`config.mk`:
```
export PLATFORM = sky130hd
export DESIGN_NAME = cods_sensor
export DESIGN_NICKNAME = d
export VERILOG_FILES = /design/src/cods_sensor.v /design/src/cods_charge_seq.v /design/src/cods_out_drv.v
export VERILOG_INCLUDE_DIRS = /design/src
export SDC_FILE = /design/constraint.sdc
export NUM_CORES = 1
export LEC_CHECK = 0
export ABC_AREA = 1
export BUFFER_PORTS_ARGS = -buffer_cell sky130_fd_sc_hd__buf_2
export CAP_MARGIN = 0
export CORE_ASPECT_RATIO = 2
export CORE_MARGIN = 2
export CORE_UTILIZATION = 45
export DETAILED_ROUTE_END_ITERATION = 7
export PLACE_DENSITY = 0.65
export RECOVER_POWER = 25
export SKIP_CTS_REPAIR_TIMING = 1
export SLEW_MARGIN = 40
export SYNTH_ARGS = -nofsm -noshare
export SYNTH_HDL_FRONTEND = slang
export SYNTH_SLANG_ARGS = --single-unit
export TNS_END_PERCENT = 30
```
`constraint.sdc`:
```
create_clock -name CLK -period 17.29 [get_ports CLK]
set_clock_uncertainty 0.1 [all_clocks]
set_input_delay 0.8645 -clock CLK [delete_from_list [all_inputs] [get_ports CLK]]
set_output_delay 0.8645 -clock CLK [all_outputs]
set_load 0.02 [all_outputs]
```
`src/cods_defs.vh`:
```
// constants shared by the capacitive option decode and sampling block
`ifndef CODS_DEFS_VH
`define CODS_DEFS_VH

// clock and timing figures, each in its own unit
`define CODS_CLK_NS 32'h0000000a
`define CODS_TICK_NS 32'h000f4240
`define CODS_XFER_HALF_NS 32'h000000fa
`define CODS_STRM_BIT_NS 32'h00000fa0
`define CODS_MIN_ACT_NS 32'h000f4240
`define CODS_LATCH_NS 32'h1dcd6500
`define CODS_HALT0_MS 17'h048a8
`define CODS_HALT1_MS 17'h12304

// sample intervals in ms ticks
`define CODS_IVL_BP 8'h09
`define CODS_IVL_NP 8'h32
`define CODS_IVL_LP1 8'h64
`define CODS_IVL_LP2 8'hc8

// option bank zero fields
`define CODS_B0_POL 1
`define CODS_B0_FUNC 3:2
`define CODS_B0_PROX_THRESHOLD_SEL 5:4
`define CODS_B0_TOUCH_THRESHOLD_SEL 7:6
// option bank one fields
`define CODS_B1_TTHR2 0
`define CODS_B1_POWER_MODE_SEL 2:1
`define CODS_B1_HALT 4:3
`define CODS_B1_SHORT 5
`define CODS_B1_STRM 7

// halt selections
`define CODS_HALT_NEVER 2'h2
`define CODS_HALT_ALWAYS 2'h3

// detection, option load and stream constants
`define CODS_PROX_N 3'h6
`define CODS_TOUCH_N 3'h3
`define CODS_PROX_THRESHOLD_SEL_BASE 16'h0002
`define CODS_LOAD_WAIT 2'h2
`define CODS_WORD_BITS 5'h11
`define CODS_SHORT_BITS 5'h09

// register offsets
`define CODS_OFF_OPT0 8'h00
`define CODS_OFF_OPT1 8'h04
`define CODS_OFF_SAMPLE 8'h08
`define CODS_OFF_BASE 8'h0c
`define CODS_OFF_STAT 8'h10
`define CODS_OFF_MASK 8'h14
`define CODS_OFF_PROG 8'h18
`define CODS_OFF_LEVEL 8'h1c

`endif

```
`src/cods_sensor.v`:
```
// top of the capacitive sensor: options, scheduling, baseline, detection, APB
//
// The implementer's own choices: the APB slave port and the address map.
`timescale 1ns/1ps
`include "cods_defs.vh"
module cods_sensor #(
	parameter TICK_CYC = `CODS_TICK_NS / `CODS_CLK_NS,
	parameter XFER_CYC = `CODS_XFER_HALF_NS / `CODS_CLK_NS,
	parameter STRM_CYC = `CODS_STRM_BIT_NS / `CODS_CLK_NS,
	parameter MIN_CYC = (`CODS_MIN_ACT_NS + `CODS_CLK_NS - 1) / `CODS_CLK_NS,
	parameter LATCH_CYC = (`CODS_LATCH_NS + `CODS_CLK_NS - 1) / `CODS_CLK_NS,
	parameter [16:0] HALT0_MS = `CODS_HALT0_MS,
	parameter [16:0] HALT1_MS = `CODS_HALT1_MS
)(
	input wire CLK, // system clock
	input wire RST_N, // async reset, active low
	input wire PSEL, // apb select
	input wire PENABLE, // apb access phase
	input wire PWRITE, // apb direction
	input wire [7:0] PADDR, // apb byte address
	input wire [31:0] PWDATA, // apb write data
	output reg [31:0] PRDATA, // apb read data
	output reg PREADY, // apb ready
	output reg PSLVERR, // apb error, unmapped address
	input wire [7:0] FUSE_BANK0, // fuse array bank zero
	input wire [7:0] FUSE_BANK1, // fuse array bank one
	output reg [7:0] FUSE_PROG0, // bank zero bits to blow
	output reg [7:0] FUSE_PROG1, // bank one bits to blow
	output reg FUSE_PROG_STB, // one-cycle programming strobe
	input wire TRIP_LEVEL_REACHED, // reference comparator, asynchronous
	output wire SENSE_ANTENNA_PIN, // charge/dump switch control
	output wire PROXIMITY_OUTPUT, // proximity pin
	output wire TOUCH_OUTPUT, // touch pin or stream
	output reg IRQ // level interrupt
);
	localparam [3:0] ST_IDLE = 4'h1;
	localparam [3:0] ST_CHG = 4'h2;
	localparam [3:0] ST_PROC = 4'h4;
	localparam [3:0] ST_STRM = 4'h8;

	reg [7:0] fz0_a, fz0_b, fz1_a, fz1_b;
	reg [1:0] load_cnt;
	reg opt_ok;
	reg [7:0] opt0, opt1;
	reg trip_a, trip_b;
	reg [31:0] tick_cnt;
	reg tick;
	reg [7:0] ivl_cnt;
	reg due;
	reg [3:0] state;
	reg start;
	reg [15:0] cs;
	reg [15:0] long_term_average;
	reg lta_ok;
	reg [2:0] prox_run, touch_run;
	reg shift_flag;
	reg [16:0] halt_cnt;
	reg [16:0] strm_sh;
	reg [4:0] strm_left;
	reg [31:0] strm_tmr;
	reg strm_bit;
	reg ev_prox, ev_touch, ev_smp;
	reg [2:0] stat, mask;
	reg [7:0] ivl;
	reg [4:0] tnum;
	reg [31:0] rd;
	reg hit;

	wire smp_done;
	wire [15:0] smp_count;

	// option decode from the held copies only
	wire pol = opt0[`CODS_B0_POL];
	wire [1:0] func = opt0[`CODS_B0_FUNC];
	wire [1:0] psel_thr = opt0[`CODS_B0_PROX_THRESHOLD_SEL];
	wire [2:0] tsel = {opt1[`CODS_B1_TTHR2], opt0[`CODS_B0_TOUCH_THRESHOLD_SEL]};
	wire [1:0] power_mode_sel = opt1[`CODS_B1_POWER_MODE_SEL];
	wire [1:0] hsel = opt1[`CODS_B1_HALT];
	// bit 6 of bank one is never looked at
	wire strm_en = opt1[`CODS_B1_STRM];
	wire strm_short = opt1[`CODS_B1_STRM] & opt1[`CODS_B1_SHORT];

	// sample interval per power mode, zero code is boost
	always @* begin
		case (power_mode_sel)
			2'h0: ivl = `CODS_IVL_BP;
			2'h1: ivl = `CODS_IVL_NP;
			2'h2: ivl = `CODS_IVL_LP1;
			default: ivl = `CODS_IVL_LP2;
		endcase
	end

	// touch fraction in 32nds of the baseline
	always @* begin
		case (tsel)
			3'h0: tnum = 5'h02;
			3'h1: tnum = 5'h01;
			3'h2: tnum = 5'h04;
			3'h3: tnum = 5'h06;
			3'h4: tnum = 5'h08;
			3'h5: tnum = 5'h0c;
			3'h6: tnum = 5'h10;
			default: tnum = 5'h14;
		endcase
	end

	// thresholds and baseline distances
	wire [15:0] prox_threshold_sel = `CODS_PROX_THRESHOLD_SEL_BASE << psel_thr;
	wire [20:0] tprod = {5'h00, long_term_average} * {16'h0000, tnum};
	wire [15:0] touch_threshold_sel = tprod[20:5];
	wire [15:0] drop = (long_term_average > cs) ? long_term_average - cs : 16'h0000;
	wire [15:0] rise = (cs > long_term_average) ? cs - long_term_average : 16'h0000;
	wire prox_hit = drop >= prox_threshold_sel;
	wire touch_hit = drop >= touch_threshold_sel;
	wire prox_det = prox_run == `CODS_PROX_N;
	wire touch_det = touch_run == `CODS_TOUCH_N;
	wire shift_now = prox_hit | (rise >= prox_threshold_sel);
	wire [15:0] step_up = (rise[15:4] == 12'h000) ? {15'h0000, rise != 16'h0000} : {4'h0, rise[15:4]};
	wire [15:0] step_dn = (drop[15:4] == 12'h000) ? {15'h0000, drop != 16'h0000} : {4'h0, drop[15:4]};
	wire [16:0] halt_lim = hsel[0] ? HALT1_MS : HALT0_MS;
	wire halt_exp = (hsel == `CODS_HALT_ALWAYS) ? shift_now :
		(hsel != `CODS_HALT_NEVER) & shift_flag & shift_now & (halt_cnt >= halt_lim);

	// fuse pins pass two flops, then are captured on the third clock after release and held
	always @(posedge CLK or negedge RST_N) begin
		if (!RST_N) begin
			fz0_a <= 8'h00;
			fz0_b <= 8'h00;
			fz1_a <= 8'h00;
			fz1_b <= 8'h00;
			load_cnt <= 2'h0;
			opt_ok <= 1'b0;
			opt0 <= 8'h00;
			opt1 <= 8'h00;
			trip_a <= 1'b0;
			trip_b <= 1'b0;
		end else begin
			fz0_a <= FUSE_BANK0;
			fz0_b <= fz0_a;
			fz1_a <= FUSE_BANK1;
			fz1_b <= fz1_a;
			trip_a <= TRIP_LEVEL_REACHED;
			trip_b <= trip_a;
			if (!opt_ok) begin
				if (load_cnt == `CODS_LOAD_WAIT) begin
					opt0 <= fz0_b;
					opt1 <= fz1_b;
					opt_ok <= 1'b1;
				end else begin
					load_cnt <= load_cnt + 2'h1;
				end
			end
		end
	end

	// free running ms tick and interval scheduler, independent of charge length
	always @(posedge CLK or negedge RST_N) begin
		if (!RST_N) begin
			tick_cnt <= 32'h00000000;
			tick <= 1'b0;
			ivl_cnt <= 8'h00;
			due <= 1'b0;
		end else begin
			tick <= 1'b0;
			if (tick_cnt == TICK_CYC - 1) begin
				tick_cnt <= 32'h00000000;
				tick <= 1'b1;
			end else begin
				tick_cnt <= tick_cnt + 32'h00000001;
			end
			// a late stream delays one start but never shifts the grid
			if (tick && opt_ok && ivl_cnt >= ivl - 8'h01) begin
				ivl_cnt <= 8'h00;
				due <= 1'b1;
			end else begin
				if (tick && opt_ok)
					ivl_cnt <= ivl_cnt + 8'h01;
				if (start)
					due <= 1'b0;
			end
		end
	end

	// sequencer, baseline, detection and stream
	always @(posedge CLK or negedge RST_N) begin
		if (!RST_N) begin
			state <= ST_IDLE;
			start <= 1'b0;
			cs <= 16'h0000;
			long_term_average <= 16'h0000;
			lta_ok <= 1'b0;
			prox_run <= 3'h0;
			touch_run <= 3'h0;
			shift_flag <= 1'b0;
			halt_cnt <= 17'h00000;
			strm_sh <= 17'h00000;
			strm_left <= 5'h00;
			strm_tmr <= 32'h00000000;
			strm_bit <= 1'b0;
			ev_prox <= 1'b0;
			ev_touch <= 1'b0;
			ev_smp <= 1'b0;
		end else begin
			start <= 1'b0;
			ev_prox <= 1'b0;
			ev_touch <= 1'b0;
			ev_smp <= 1'b0;
			if (tick && shift_flag && halt_cnt != {17{1'b1}})
				halt_cnt <= halt_cnt + 17'h00001;
			case (state)
				ST_IDLE: begin
					if (due && !start) begin
						start <= 1'b1;
						state <= ST_CHG;
					end
				end
				ST_CHG: begin
					if (smp_done) begin
						cs <= smp_count;
						state <= ST_PROC;
					end
				end
				ST_PROC: begin
					ev_smp <= 1'b1;
					shift_flag <= shift_now;
					if (!shift_now)
						halt_cnt <= 17'h00000;
					if (!lta_ok) begin
						long_term_average <= cs;
						lta_ok <= 1'b1;
					end else if (halt_exp) begin
						long_term_average <= cs;
						prox_run <= 3'h0;
						touch_run <= 3'h0;
						halt_cnt <= 17'h00000;
						shift_flag <= 1'b0;
					end else begin
						// filter only tracks while no event is standing
						if (!prox_det && !touch_det)
							long_term_average <= long_term_average + step_up - step_dn;
						if (!prox_hit)
							prox_run <= 3'h0;
						else if (!prox_det)
							prox_run <= prox_run + 3'h1;
						if (!touch_hit)
							touch_run <= 3'h0;
						else if (!touch_det)
							touch_run <= touch_run + 3'h1;
						ev_prox <= prox_hit && prox_run == `CODS_PROX_N - 3'h1;
						ev_touch <= touch_hit && touch_run == `CODS_TOUCH_N - 3'h1;
					end
					if (strm_en) begin
						// start bit then sample, msb first
						strm_sh <= strm_short ? {1'b1, cs[7:0], 8'h00} : {1'b1, cs};
						strm_left <= strm_short ? `CODS_SHORT_BITS : `CODS_WORD_BITS;
						strm_tmr <= 32'h00000000;
						state <= ST_STRM;
					end else begin
						state <= ST_IDLE;
					end
				end
				ST_STRM: begin
					if (strm_tmr != 32'h00000000) begin
						strm_tmr <= strm_tmr - 32'h00000001;
					end else if (strm_left == 5'h00) begin
						strm_bit <= 1'b0;
						state <= ST_IDLE;
					end else begin
						strm_bit <= strm_sh[16];
						strm_sh <= {strm_sh[15:0], 1'b0};
						strm_left <= strm_left - 5'h01;
						strm_tmr <= STRM_CYC - 1;
					end
				end
				default: state <= ST_IDLE;
			endcase
		end
	end

	// read mux and address check for the setup phase
	always @* begin
		rd = 32'h00000000;
		hit = 1'b1;
		if (PADDR == `CODS_OFF_OPT0)
			rd = {24'h000000, opt0};
		else if (PADDR == `CODS_OFF_OPT1)
			rd = {24'h000000, opt1};
		else if (PADDR == `CODS_OFF_SAMPLE)
			rd = {16'h0000, cs};
		else if (PADDR == `CODS_OFF_BASE)
			rd = {16'h0000, long_term_average};
		else if (PADDR == `CODS_OFF_STAT)
			rd = {29'h00000000, stat};
		else if (PADDR == `CODS_OFF_MASK)
			rd = {29'h00000000, mask};
		else if (PADDR == `CODS_OFF_PROG)
			rd = 32'h00000000;
		else if (PADDR == `CODS_OFF_LEVEL)
			rd = {30'h00000000, touch_det, prox_det};
		else
			hit = 1'b0;
	end

	wire apb_wr = PSEL & PENABLE & PWRITE & PREADY & ~PSLVERR;

	// apb slave with one registered answer cycle, plus status and fuse requests
	always @(posedge CLK or negedge RST_N) begin
		if (!RST_N) begin
			PRDATA <= 32'h00000000;
			PREADY <= 1'b0;
			PSLVERR <= 1'b0;
			stat <= 3'h0;
			mask <= 3'h0;
			IRQ <= 1'b0;
			FUSE_PROG0 <= 8'h00;
			FUSE_PROG1 <= 8'h00;
			FUSE_PROG_STB <= 1'b0;
		end else begin
			PREADY <= PSEL & ~PENABLE;
			FUSE_PROG_STB <= 1'b0;
			// error stands only in the answer cycle, beside ready
			PSLVERR <= PSEL & ~PENABLE & ~hit;
			if (PSEL && !PENABLE)
				PRDATA <= PWRITE ? 32'h00000000 : rd;
			if (apb_wr && PADDR == `CODS_OFF_MASK)
				mask <= PWDATA[2:0];
			// new events win over a same-cycle clear
			if (apb_wr && PADDR == `CODS_OFF_STAT)
				stat <= (stat & ~PWDATA[2:0]) | {ev_smp, ev_touch, ev_prox};
			else
				stat <= stat | {ev_smp, ev_touch, ev_prox};
			// only blank bits are ever asked to blow
			if (apb_wr && PADDR == `CODS_OFF_PROG) begin
				FUSE_PROG0 <= PWDATA[7:0] & ~fz0_b;
				FUSE_PROG1 <= PWDATA[15:8] & ~fz1_b;
				FUSE_PROG_STB <= 1'b1;
			end
			IRQ <= |(stat & mask);
		end
	end

	cods_charge_seq #(
		.W(16),
		.HALF_CYC(XFER_CYC)
	) u_chg (
		.clk(CLK),
		.rst_n(RST_N),
		.start(start),
		.trip(trip_b),
		.charge(SENSE_ANTENNA_PIN),
		.done(smp_done),
		.count(smp_count)
	);

	// proximity pin: direct or latched
	cods_out_drv #(
		.MIN_CYC(MIN_CYC),
		.LATCH_CYC(LATCH_CYC)
	) u_prox (
		.clk(CLK),
		.rst_n(RST_N),
		.run(opt_ok),
		.evt(prox_det),
		.latch_md(func[0]),
		.toggle_md(1'b0),
		.act_high(pol),
		.strm_md(1'b0),
		.strm_bit(1'b0),
		.pin(PROXIMITY_OUTPUT)
	);

	// touch pin: direct or toggled, or the stream when enabled
	cods_out_drv #(
		.MIN_CYC(MIN_CYC),
		.LATCH_CYC(LATCH_CYC)
	) u_touch (
		.clk(CLK),
		.rst_n(RST_N),
		.run(opt_ok),
		.evt(touch_det),
		.latch_md(1'b0),
		.toggle_md(func[1]),
		.act_high(pol),
		.strm_md(strm_en),
		.strm_bit(strm_bit),
		.pin(TOUCH_OUTPUT)
	);
endmodule // cods_sensor

```
`src/cods_charge_seq.v`:
```
// charge transfer sequencer: pulses the antenna and counts transfers to trip
`timescale 1ns/1ps
`include "cods_defs.vh"
module cods_charge_seq #(
	parameter W = 16,
	parameter HALF_CYC = 25
)(
	input wire clk, // system clock
	input wire rst_n, // async reset, active low
	input wire start, // one-cycle start of a charge cycle
	input wire trip, // synchronised trip level flag
	output reg charge, // high charges antenna, low dumps into reference
	output reg done, // one-cycle end of charge cycle
	output reg [W-1:0] count // transfer pulses of the last cycle
);
	reg busy;
	reg [31:0] tmr;
	wire [W-1:0] cnt_max = {W{1'b1}};

	// charge then dump at the transfer rate until trip or saturation
	always @(posedge clk or negedge rst_n) begin
		if (!rst_n) begin
			busy <= 1'b0;
			tmr <= 32'h00000000;
			charge <= 1'b0;
			done <= 1'b0;
			count <= {W{1'b0}};
		end else begin
			done <= 1'b0;
			if (start) begin
				busy <= 1'b1;
				count <= {W{1'b0}};
				charge <= 1'b0;
				tmr <= HALF_CYC - 1;
			end else if (busy) begin
				if (tmr != 32'h00000000) begin
					tmr <= tmr - 32'h00000001;
				end else begin
					tmr <= HALF_CYC - 1;
					if (!charge) begin
						charge <= 1'b1;
					end else begin
						charge <= 1'b0;
						// stick at the top so a missing trip cannot wrap
						if (count != cnt_max)
							count <= count + {{(W-1){1'b0}}, 1'b1};
						// length follows the pulse count
						if (trip || count == cnt_max) begin
							busy <= 1'b0;
							done <= 1'b1;
						end
					end
				end
			end
		end
	end
endmodule // cods_charge_seq

```
`src/cods_out_drv.v`:
```
// output pin driver: direct, latch or toggle with minimum active time
`timescale 1ns/1ps
`include "cods_defs.vh"
module cods_out_drv #(
	parameter MIN_CYC = 100000,
	parameter LATCH_CYC = 50000000
)(
	input wire clk, // system clock
	input wire rst_n, // async reset, active low
	input wire run, // options loaded
	input wire evt, // event level
	input wire latch_md, // latch function
	input wire toggle_md, // toggle function
	input wire act_high, // polarity, 1 active high
	input wire strm_md, // pin carries serial stream
	input wire strm_bit, // stream bit level
	output reg pin // pin level
);
	reg evt_d;
	reg tog;
	reg act;
	reg want;
	reg [31:0] hold;
	reg [31:0] latch;
	wire rise = evt & ~evt_d;

	// wanted logical level per output function
	always @* begin
		want = evt;
		if (toggle_md)
			want = tog;
		else if (latch_md)
			want = evt | (latch != 32'h00000000);
	end

	// active level never drops before the minimum time
	always @(posedge clk or negedge rst_n) begin
		if (!rst_n) begin
			evt_d <= 1'b0;
			tog <= 1'b0;
			act <= 1'b0;
			hold <= 32'h00000000;
			latch <= 32'h00000000;
			pin <= 1'b0;
		end else begin
			evt_d <= evt;
			if (rise)
				tog <= ~tog;
			if (rise && latch_md)
				latch <= LATCH_CYC - 1;
			else if (latch != 32'h00000000)
				latch <= latch - 32'h00000001;
			if (want && !act) begin
				act <= 1'b1;
				hold <= MIN_CYC - 1;
			end else if (hold != 32'h00000000) begin
				hold <= hold - 32'h00000001;
			end else begin
				act <= want;
			end
			// logical one drives high; polarity inverts for active low
			if (!run)
				pin <= 1'b0;
			else if (strm_md)
				pin <= strm_bit;
			else
				pin <= act_high ? act : ~act;
		end
	end
endmodule // cods_out_drv

```
==> flow_metrics.py <==
metrics = {
    "place": {
        "dp_hpwl_um": 59840,
        "placed_cells": 4408,
        "pre_cts_ws_ns": 10.56,
        "port_buffers": 84,
        "place_congestion": 1.048,
    },
    "timing": {
        "setup_violations": 0,
        "tightest_slew_ns": 3.634,
        "setup_ws_ns": 10.35,
        "hold_viol": 0,
        "rsz0062_at_grt": "no",
        "fin_crit_sh": 0.4014,
        "relSlewSlack": -1.423,
        "drv_slew": 172,
        "period_minus_slack_ns": 6.940,
        "fmax_mhz": 144.1,
        "fin_setup_tns_ns": 0,
    },
    "worst_setup_path": {
        "crit_path_max_incr_delay_ns": 2.52,
        "critical_path.top_delay_family": "buffers and inverters",
        "crit_buf_inv": 5,
        "critPathKind": "input port to asynchronous set/reset pin",
        "end_kind": "asynchronous set/reset pin",
        "worstPathRequired_ns": 17.82,
        "slowest_stage": "clkbuf_1",
        "path_max_fanout": 67,
        "ff2ff_setup_slack_ns": 10.48,
        "rr_startpoint": "opt1[0]",
        "cp_cell_sequence": "clkbuf_1 > clkbuf_1 > buf_6 > buf_6 > buf_4",
        "arrival_ns": 7.47,
        "r2r_cells": 31,
        "r2r-end": "touch_run[0]",
        "startpoint_type": "input port",
    },
    "yosys": {
        "syn_avg_cell_area_um2": 7.457,
        "yosysSeqAreaShare": 0.3833,
        "ys_ff_latch": 411,
        "yosysTopAreaCell": "dfrtp_1",
        "synth_edf_count": 0,
        "synth_area_leaders": "dfrtp_1 38%, nand2_1 10%, inv_1 8.6%",
        "synthTopCellsByCount": "746 x nand2_1, 617 x inv_1, 492 x nor2_1",
        "synthCells": 3599,
        "async_flop_share": 1.000,
        "synth.most_common_cell": "nand2_1",
        "ys_warn_count": 0,
        "synth_top_area_frac": 0.3823,
        "syn_area_mm2": 0.02684,
        "synth_cell_types": 65,
        "synthFlopType": "dfrtp_1",
    },
    "global_route": {
        "grt_pass1_wl_um": 121200,
        "grt_antenna_before_repair": 2,
        "grt_pass1_vias": 23440,
        "overflow": 0,
        "grt_max_degree": 68,
        "grt_use_total": 0.2509,
    },
    "detailed_routing": {
        "topRoutingLayerUsed": "met5",
        "vias": 23380,
        "drt_iter0_drc": 1365,
        "route.detailed.drc": 0,
        "vias_per_cell": 5.213,
        "firstDrtPassIters": 6,
        "ant_nets": 0,
        "dr_wl_met3_um": 2724,
        "wl_met1_um": 27350,
        "dr_wl_met2_um": 39910,
        "post_drt_wl_per_cell_um": 16.98,
        "drt_wl_total_um": 76190,
    },
    "final_layout": {
        "layout.nets": 3944,
        "fillCellCount": 5980,
        "layout.cells.non_filler": 4486,
        "drive_gt1_frac": 0.06026,
        "syn_to_final_growth_pct": 10.20,
        "final_core_util": 0.5016,
    },
    "hold_path": {
        "holdPathStages": 0,
        "min_to": "fz1_b[2]",
        "min_from": "fz1_a[2]",
        "hp-class": "flip-flop to flip-flop",
    },
    "floorplanning": {
        "num_io_pins": 117,
        "die_h_um": 349.4,
        "fp.dieArea_mm2": 0.06172,
        "die_w_um": 176.7,
        "num_rows": 126,
        "core_area_mm2": 0.05896,
        "start_util": 0.4552,
    },
    "pwr": {
        "leakage_nw": 16.31,
        "pwr_density_cell_mw_per_mm2": 68.91,
        "finalPower_w": 0.002038,
        "ir_worst_vdd_v": 0.00007882,
    },
    "clocking": {
        "numCtsBuffers": 42,
        "clock_latency_ns": 0.59,
        "clk_pin_slew_worst_paths_ns": 0.07,
        "clock_path_buffers": 3,
        "cts_root_buf": "clkbuf_16",
        "cts_tree": "done",
        "cts.sinks": 411,
        "cts.htree.levels": 2,
    },
    "outcome": {
        "violations": "capacitance limit, slew limit",
        "status": "finished with violations",
    },
    "run": {
        "drv_cap": 3,
    },
}
sequential cells by signal, summed over array words and instances (netlist names), 16 cells and up:
signal             cells
u_touch.hold          32
PRDATA                16
u_prox.hold           32
u_chg.count           16
cs                    16
tick_cnt              32
u_prox.latch          32
long_term_average     16
strm_tmr              32
u_chg.tmr             32
halt_cnt              17
strm_sh               17
routing by layer:
metal / up-vias / GRT usage
li1: 11600 / -
met1: 11030 / 0.2548
met2: 508 / 0.4684
met3: 243 / 0.02999
met4: 2 / 0.1771
met5: - / 0
how the worst max path moves through the flow:
stage | from | endpoint | slack (ns) | cells after the start
after floorplan | opt0[7] | touch_run[0] | 11.55 | 34
after global placement | opt1[0] | touch_run[1] | 10.66 | 34
after detailed placement | opt1[0] | touch_run[0] | 10.56 | 31
after CTS | opt1[0] | touch_run[0] | 10.54 | 31
after global routing | RST_N | ivl_cnt[3] | 9.03 | 5
final | RST_N | ivl_cnt[2] | 10.35 | 5
worst reg2reg max path: cells and delay by family, from the launching register on:
kind	cells	cell delay (ns)
AO/OA/AOI/OAI	10	1.64
XOR/XNOR	1	0.16
adder cells (fa/ha/maj)	5	2.20
buffers and inverters	6	0.65
flip-flops	1	0.52
AND/OR/NAND/NOR	9	1.43
power breakdown:
| part | switching (W) | internal [W] |
|---|---|---|
| clock | 0.000413 | 0.000591 |
| combinational | 0.0000465 | 0.0000129 |
| sequential | 0.00000573 | 0.000968 |
| total | 0.000466 | 0.00157 |
layout make-up:
class	instances	area, um^2	share of cell area
flip-flops and latches	411	10290	0.3478
multi-input cells	2502	13920	0.4706
diodes	1	2.502	0.00008461
inverters	626	2355	0.07962
repair buffers	101	539.3	0.01823
clock inverters	18	277.8	0.009392
clock buffers	59	1235	0.04176
well taps	768	960.9	0.03249
placed cells by master, fill, tap and decap left out, types with 6 or more instances in the layout:
| master | count |
|---|---|
| a21oi_1 | 171 |
| o21ai_0 | 200 |
| clkbuf_8 | 12 |
| buf_4 | 10 |
| clkbuf_16 | 42 |
| fa_1 | 55 |
| nor3_1 | 103 |
| a211oi_1 | 9 |
| nand3_1 | 194 |
| nand3b_1 | 7 |
| o211ai_1 | 16 |
| nor2_1 | 487 |
| inv_1 | 617 |
| nor2_2 | 6 |
| clkinv_2 | 7 |
| o31ai_1 | 7 |
| xor2_1 | 82 |
| o22ai_1 | 15 |
| conb_1 | 16 |
| clkbuf_1 | 13 |
| xnor2_1 | 32 |
| or2_2 | 14 |
| dfrtp_1 | 410 |
| o21a_1 | 11 |
| bufinv_16 | 6 |
| nand4_1 | 51 |
| buf_2 | 80 |
| o221ai_1 | 10 |
| nor4_1 | 33 |
| nand2_4 | 6 |
| nand2_1 | 745 |
| a31oi_1 | 24 |
| ha_1 | 143 |
cell families (layout without fill, tap and decap cells):
family / count (synthesis) / in the layout / share of synthesized area
AO/OA/AOI/OAI: 497 / 497 / 0.1038
multiplexers: 1 / 1 / 0.0004196
AND/OR/NAND/NOR: 1676 / 1676 / 0.2655
XOR/XNOR: 114 / 114 / 0.03720
other: 1 / 17 / 0.0001397
flip-flops: 411 / 411 / 0.3833
adder cells (fa/ha/maj): 198 / 198 / 0.1077
buffers and inverters: 701 / 804 / 0.1020
per-stage QoR:
step	hold slack (ns)	area, um^2
after floorplan	0.2312	26890
after global placement	0.2317	28030
after detailed placement	0.2347	28090
after CTS	0.1445	29600
after global routing	0.2506	29570
final	0.2417	29570
Power figures use the tool's default switching activity.
